===== src/common/phm_pkg.sv =====
// Package for the PHY host management port: widths, register map, timer counts.
package phm_pkg;

	// ****************************************************************
	// Widths
	// ****************************************************************
	localparam int ADDR_W = 6;
	localparam int DATA_W = 8;
	localparam int NUM_REGS = 64;

	// ****************************************************************
	// Register map (indices into the management register array)
	// ****************************************************************
	localparam logic [5:0] REG_CTRL_IDX   = 6'h00; // Bit 0 restarts negotiation
	localparam logic [5:0] REG_STATUS_IDX = 6'h01; // Read only status
	localparam int CTRL_RESTART_BIT = 0;
	localparam int STAT_DONE_BIT    = 0;
	localparam int STAT_SHORT_BIT   = 1;
	localparam logic [7:0] REG_RESET_VAL = 8'h00;

	// ****************************************************************
	// Timing
	// ****************************************************************
	localparam int CLK_PERIOD_NS     = 50;
	localparam int LINK_TIME_NS      = 10000000; // Normal link timer, 10 ms
	localparam int LINK_TIME_SHORT_NS = 2000;    // Debug link timer, 2 us
	localparam int LINK_CYCLES       = LINK_TIME_NS / CLK_PERIOD_NS;
	localparam int LINK_CYCLES_SHORT = LINK_TIME_SHORT_NS / CLK_PERIOD_NS;
	localparam int TIMER_W           = 18;

	// ****************************************************************
	// Types
	// ****************************************************************
	typedef enum logic [1:0] {
		PHM_IDLE = 2'h0,
		PHM_BUSY = 2'h1,
		PHM_DONE = 2'h3
	} phm_bus_state_t;

	typedef struct packed {
		logic              cs_n;
		logic              write_n;
		logic [ADDR_W-1:0] addr;
		logic [DATA_W-1:0] wdata;
	} phm_req_t;

endpackage


===== src/core/phm_host_port.sv =====
// Host management port of the PHY with negotiation status and debug timer.
// Notes on behaviour
// Low level on the reset input resets everything, management port included.
// Negotiation-done output high when negotiation finished, low otherwise.
// Debug short-timer input high makes the link timer run much faster.
// All management bus logic is clocked by the host bus clock.
// Select low starts a transfer; bus ignored while select is high.
// Write strobe low writes the addressed register, except the read-only status register; high means read.
// Six-bit address picks exactly one management register.
// Write data comes from the eight-bit write-data bus.
// Read data returns on a separate eight-bit read-data bus.
// On writes, ready goes low only after data is stored.
// On reads, ready goes low only once read data is valid.
// Host holds inputs stable until ready, then releases select.
`timescale 1ns/1ps
module phm_host_port #(
	parameter int LINK_CYCLES_P  = phm_pkg::LINK_CYCLES,
	parameter int SHORT_CYCLES_P = phm_pkg::LINK_CYCLES_SHORT
) (
	input  wire logic                      CLOCK,
	input  wire logic                      RST_N,
	input  wire logic                      HCS_N,
	input  wire logic                      HWRITE_N,
	input  wire logic [phm_pkg::ADDR_W-1:0] HADDR,
	input  wire logic [phm_pkg::DATA_W-1:0] HDATAIN,
	input  wire logic                      DEBUG_LINK_TIMER_SHORT,
	output logic      [phm_pkg::DATA_W-1:0] HDATAOUT,
	output logic                           HREADY_N,
	output logic                           NEGOTIATION_DONE
);
	import phm_pkg::*;

	// The decode and the status byte assume the fixed bus widths
	if (ADDR_W != 6 || DATA_W != 8) begin : g_bad_widths
		$error("phm_host_port: bus widths must be 6 and 8");
	end

	typedef struct packed {
		phm_bus_state_t    state;
		logic [DATA_W-1:0] rdata;
		logic              ready_n;
		logic              done;
		logic              restart;
	} phm_st_t;

	phm_st_t           st_ff;
	phm_st_t           nxt_st;
	logic [DATA_W-1:0] regs_ff [NUM_REGS];
	phm_req_t          req;
	logic              tmr_expired;
	logic              wr_en;
	logic [DATA_W-1:0] status_val;

	// Address decode used by both the write path and the read mux
	function automatic logic is_status(input logic [ADDR_W-1:0] a);
		return a == REG_STATUS_IDX;
	endfunction

	assign req = '{cs_n: HCS_N, write_n: HWRITE_N, addr: HADDR, wdata: HDATAIN};

	// ****************************************************************
	// Link timer
	// ****************************************************************
	phm_link_timer #(
		.NORMAL_CYCLES (LINK_CYCLES_P),
		.SHORT_CYCLES  (SHORT_CYCLES_P)
	) u_timer (
		.clk        (CLOCK),
		.rst_n      (RST_N),
		.restart    (st_ff.restart),
		.short_mode (DEBUG_LINK_TIMER_SHORT),
		.expired    (tmr_expired)
	);

	// Status byte: done flag and current timer mode
	always_comb begin
		status_val = '0;
		status_val[STAT_DONE_BIT]  = st_ff.done;
		status_val[STAT_SHORT_BIT] = DEBUG_LINK_TIMER_SHORT;
	end

	// ****************************************************************
	// Bus state machine
	// ****************************************************************
	// One wait cycle before ready so write lands and read data is settled
	always_comb begin
		nxt_st = st_ff;
		wr_en = 1'h0;
		nxt_st.restart = 1'h0;
		nxt_st.done = tmr_expired && !st_ff.restart;
		unique case (st_ff.state)
			PHM_IDLE: begin
				nxt_st.ready_n = 1'h1;
				if (!req.cs_n) begin
					nxt_st.state = PHM_BUSY;
					if (!req.write_n) begin
						wr_en = !is_status(req.addr);
						if (req.addr == REG_CTRL_IDX && req.wdata[CTRL_RESTART_BIT])
							nxt_st.restart = 1'h1;
					end else begin
						nxt_st.rdata = is_status(req.addr) ? status_val
						                                   : regs_ff[req.addr];
					end
				end
			end
			PHM_BUSY: begin
				// Data is in place now, so ready may be shown
				nxt_st.ready_n = 1'h0;
				nxt_st.state = PHM_DONE;
			end
			PHM_DONE: begin
				// Hold ready until select goes away, so one transfer per select
				if (req.cs_n) begin
					nxt_st.ready_n = 1'h1;
					nxt_st.state = PHM_IDLE;
				end
			end
			default: begin
				nxt_st.state = PHM_IDLE;
				nxt_st.ready_n = 1'h1;
			end
		endcase
	end

	// Registers clocked by the host clock only
	always_ff @(posedge CLOCK) begin
		if (!RST_N) begin
			st_ff <= '{state: PHM_IDLE, rdata: '0, ready_n: 1'h1,
			           done: 1'h0, restart: 1'h1};
		end else begin
			st_ff <= nxt_st;
		end
	end

	// Register array; the restart bit is stored as written, only the restart pulse self-clears
	always_ff @(posedge CLOCK) begin
		if (!RST_N) begin
			for (int i = 0; i < NUM_REGS; i++)
				regs_ff[i] <= REG_RESET_VAL;
		end else if (wr_en) begin
			regs_ff[req.addr] <= req.wdata;
		end
	end

	assign HDATAOUT = st_ff.rdata;
	assign HREADY_N = st_ff.ready_n;
	assign NEGOTIATION_DONE = st_ff.done;

endmodule // phm_host_port


===== src/core/phm_link_timer.sv =====
// Auto-negotiation link timer with a debug short mode.
`timescale 1ns/1ps
module phm_link_timer #(
	parameter int NORMAL_CYCLES = phm_pkg::LINK_CYCLES,
	parameter int SHORT_CYCLES  = phm_pkg::LINK_CYCLES_SHORT
) (
	input  wire logic clk,
	input  wire logic rst_n,
	input  wire logic restart,
	input  wire logic short_mode,
	output logic      expired
);
	import phm_pkg::*;

	// Both limits must fit the counter, or the truncated limit would end the count early
	if (NORMAL_CYCLES < 1 || SHORT_CYCLES < 1 ||
		NORMAL_CYCLES >= (1 << TIMER_W) || SHORT_CYCLES >= (1 << TIMER_W)) begin : g_bad_counts
		$error("phm_link_timer: cycle counts out of range");
	end

	typedef struct packed {
		logic [TIMER_W-1:0] cnt;
		logic               expired;
	} phm_tmr_st_t;

	phm_tmr_st_t st_ff;
	phm_tmr_st_t nxt_st;
	logic [TIMER_W-1:0] limit;

	// ****************************************************************
	// Counter
	// ****************************************************************
	// Short limit picked live so the debug pin takes effect at once
	always_comb begin
		limit = short_mode ? TIMER_W'(SHORT_CYCLES - 1)
		                   : TIMER_W'(NORMAL_CYCLES - 1);
		nxt_st = st_ff;
		if (restart) begin
			nxt_st.cnt = '0;
			nxt_st.expired = 1'h0;
		end else if (!st_ff.expired) begin
			if (st_ff.cnt >= limit)
				nxt_st.expired = 1'h1;
			else
				nxt_st.cnt = st_ff.cnt + TIMER_W'(1);
		end
	end

	always_ff @(posedge clk) begin
		if (!rst_n)
			st_ff <= '0;
		else
			st_ff <= nxt_st;
	end

	assign expired = st_ff.expired;

endmodule // phm_link_timer


===== config.mk =====
export PLATFORM = sky130hd
export DESIGN_NAME = phm_host_port
export DESIGN_NICKNAME = d
export VERILOG_FILES = /design/src/common/phm_pkg.sv /design/src/core/phm_host_port.sv /design/src/core/phm_link_timer.sv
export SDC_FILE = /design/constraint.sdc
export NUM_CORES = 1
export LEC_CHECK = 0
export BUFFER_PORTS_ARGS = -buffer_cell sky130_fd_sc_hd__buf_2
export CAP_MARGIN = 20
export CORE_MARGIN = 2
export CORE_UTILIZATION = 45
export DETAILED_ROUTE_END_ITERATION = 8
export PLACE_DENSITY = 0.61
export SYNTH_ARGS = -nofsm -noshare
export SYNTH_HDL_FRONTEND = slang
export SYNTH_SLANG_ARGS = --single-unit

===== constraint.sdc =====
create_clock -name CLOCK -period 3.5 [get_ports CLOCK]
set_input_delay 0.7 -clock CLOCK [delete_from_list [all_inputs] [get_ports CLOCK]]
set_output_delay 0.7 -clock CLOCK [all_outputs]
set_load 0.02 [all_outputs]

==> reports/metrics.csv <==
metric;value;unit
outcome;complete, no violations;
grt_pass1_wl;117000;µm
critical-path-top-delay-family;compound AO/OA/AOI/OAI gates;
place_congestion;0.878;
syn_avg_cell_area;12.8;µm²
power.switching;3.41;mW
synth.distinct_cells;74;
critPathSlowestCell;mux2i_1;
crit_type;input port to register;
finalClockSkew;0.0209;ns
dieArea;58400;µm²
cp_max_fo;24;
antenna_found_initial;2;
reg2regPathDepth;7;
final_area;29100;µm²
setup-tns-final;0;ns
synth_top_cell_area_share;0.603;
areaGrowthSynthToFinish;14.7;%
grt_max_degree;71;
htreeDepth;2;
path_clk_slew;0.06;ns
viasPerCell;6.05;
rsz0062_at_grt;no;
ios;29;
max-cap-violations;0;
grt_overflow;0;
fp.dieH;242;µm
p_comb_frac;0.077;
dp_cells;2775;
clockBufferDepth;3;
syn_inst;1987;
p_int;11.3;mW
rows;87;
routed_wl;79300;µm
worst_skew_pair.late_latency;0.62;ns
synth.most_common_cell;edfxtp_1;
cp_cell_sequence;buf_4, buf_12, buf_4, mux2i_1, o22ai_1, a221oi_1, o211ai_1, a2111oi_0, a32oi_1;
required;3.97;ns
io_buffers;28;
grt_pass1_vias;17300;
fin_cells;2882;
swShare;0.232;
start_util;0.453;
drc;0;
synth_area_leaders;edfxtp_1 (60%), and2_1 (11%), mux4_2 (2.9%), mux2i_1 (2.9%), dfxtp_1 (2.5%);
setup_viol;0;
synth.cell_area;25400;µm²
clkPwrFrac;0.422;
holdPathStages;2;
ant_nets;0;
cpMostUsedCell;buf_4;
ys.warnings.count;0;
ys_top_cells_by_count;edfxtp_1 (510), and2_1 (448), clkbuf_1 (113);
wire_per_inst;27.5;µm
period_share;0.767;
ys_async_sr_fraction;0;
grt_usage;0.271;
hold_buffers;0;
drtIter0Drc;2267;
ys_ff_latch;542;
die-width;242;µm
p_seq_frac;0.501;
cts_buffers;57;
ir_drop;0.332;mV
placed_cell_area;27200;µm²
drt_pre_antenna_iters;5;
power.density;506;nW/µm²
vias;17400;
max_stage_delay;0.46;ns
fp.coreArea;56100;µm²
synth_edf_count;510;
hold_ws;0.357;ns
min_path_type;input port to register;
postCtsSetupRepairBufs;0;
cp_data_arrival_time;3.16;ns
cts_tree;done;
slew-limit-headroom;0.364;
hold_viol;0;
worst_slew_pin_slew;0.952;ns
maxSlewViolCount;0;
cp-end-kind;register;
power.total;14.7;mW
clock.fmax;372;MHz
cts_resized;0;
nets;2106;
worst_setup_path_start_kind;input port;
cp_num_buf_inv;3;
min_period;2.69;ns
cts_sinks;542;
crit_cells;9;
dpl.hpwl;52400;µm
synth.largest_area_cell;edfxtp_1;
seq_area_frac_synth;0.628;
root_buffer;clkbuf_16;
final_layout_size_suffix_gt1_frac;0.175;
ys.flop_type;edfxtp_1;
leakagePower;10.6;nW
[cells by family (layout without fill, tap and decap cells)]
family	after synthesis	count (layout)	synth area share
AOI/OAI and AO/OA	340	340	0.0916
xor gates and xnor gates	3	3	0.00103
adders and majority gates	9	9	0.00433
buffers and inverters	185	318	0.0316
DFF	542	542	0.628
muxes	141	141	0.0735
other	1	7	0.000148
and+or+nand+nor	766	766	0.170
[worst paths after layout]
check / start / endpoint / slack, ns
max: HADDR[0] / HDATAOUT[6]$_SDFFE_PN0P_ / 0.81
min: HCS_N / st_ff[12]$_SDFFE_PN0P_ / 0.36
max reg2reg: st_ff[12]$_SDFFE_PN0P_ / regs_ff[63][1]$_SDFFCE_PN0P_ / 0.89
min reg2reg: st_ff[11]$_SDFFE_PN0P_ / HREADY_N$_SDFFE_PN1P_ / 0.45
[placed cells by master, fill, tap and decap left out, types with 35 or more instances in the layout]
| cell | n |
|---|---|
| edfxtp_1 | 510 |
| and2_1 | 448 |
| buf_4 | 161 |
| o21ai_0 | 108 |
| nor2_1 | 107 |
| mux2i_1 | 73 |
| nor3_1 | 70 |
| clkbuf_16 | 59 |
| nand2_1 | 52 |
| a21oi_1 | 49 |
| a221oi_1 | 48 |
| mux2_2 | 35 |
| a22oi_1 | 35 |
[power by group through the flow]
stage	Combinational (mW)	Sequential, mW	Clock [mW]
finish	1.14	7.38	6.22
global route	1.19	7.40	6.52
CTS	1.12	7.38	6.28
detailed placement	1.11	7.51	0
global placement	1.11	7.51	0
floorplan	0.597	7.47	0
[area by class of cell]
class | count | area, µm²
fill | 4710 | 26900
sequential | 542 | 16000
multi-input combinational | 1265 | 8670
clock buffer | 83 | 1640
timing repair buffer | 200 | 1620
tap | 756 | 946
clock inverter | 22 | 263
inverter | 13 | 48.8
antenna | 1 | 2.50
[per-layer routing]
layer | GRT usage | vias up | routed length, µm
met5 | 0 | - | 27
met4 | 0.106 | 4 | 3070
met3 | 0.0596 | 187 | 7780
met2 | 0.413 | 953 | 35800
met1 | 0.379 | 8760 | 32600
li1 | - | 7532 | -
[state kept, by name (all words and copies together) (netlist names)]
register	count
regs_ff	510
HREADY_N	1
u_timer.expired	1
st_ff	3
NEGOTIATION_DONE	1
HDATAOUT	8
u_timer.st_ff	18
[per-stage QoR]
stage               worst slack [ns]   util
finish                         0.814  0.520
global placement               0.250  0.485
floorplan                      0.318      -
CTS                            0.894  0.519
global route                   0.697  0.520
detailed placement             0.276  0.485
No activity file was read; power rests on OpenSTA's default activity.
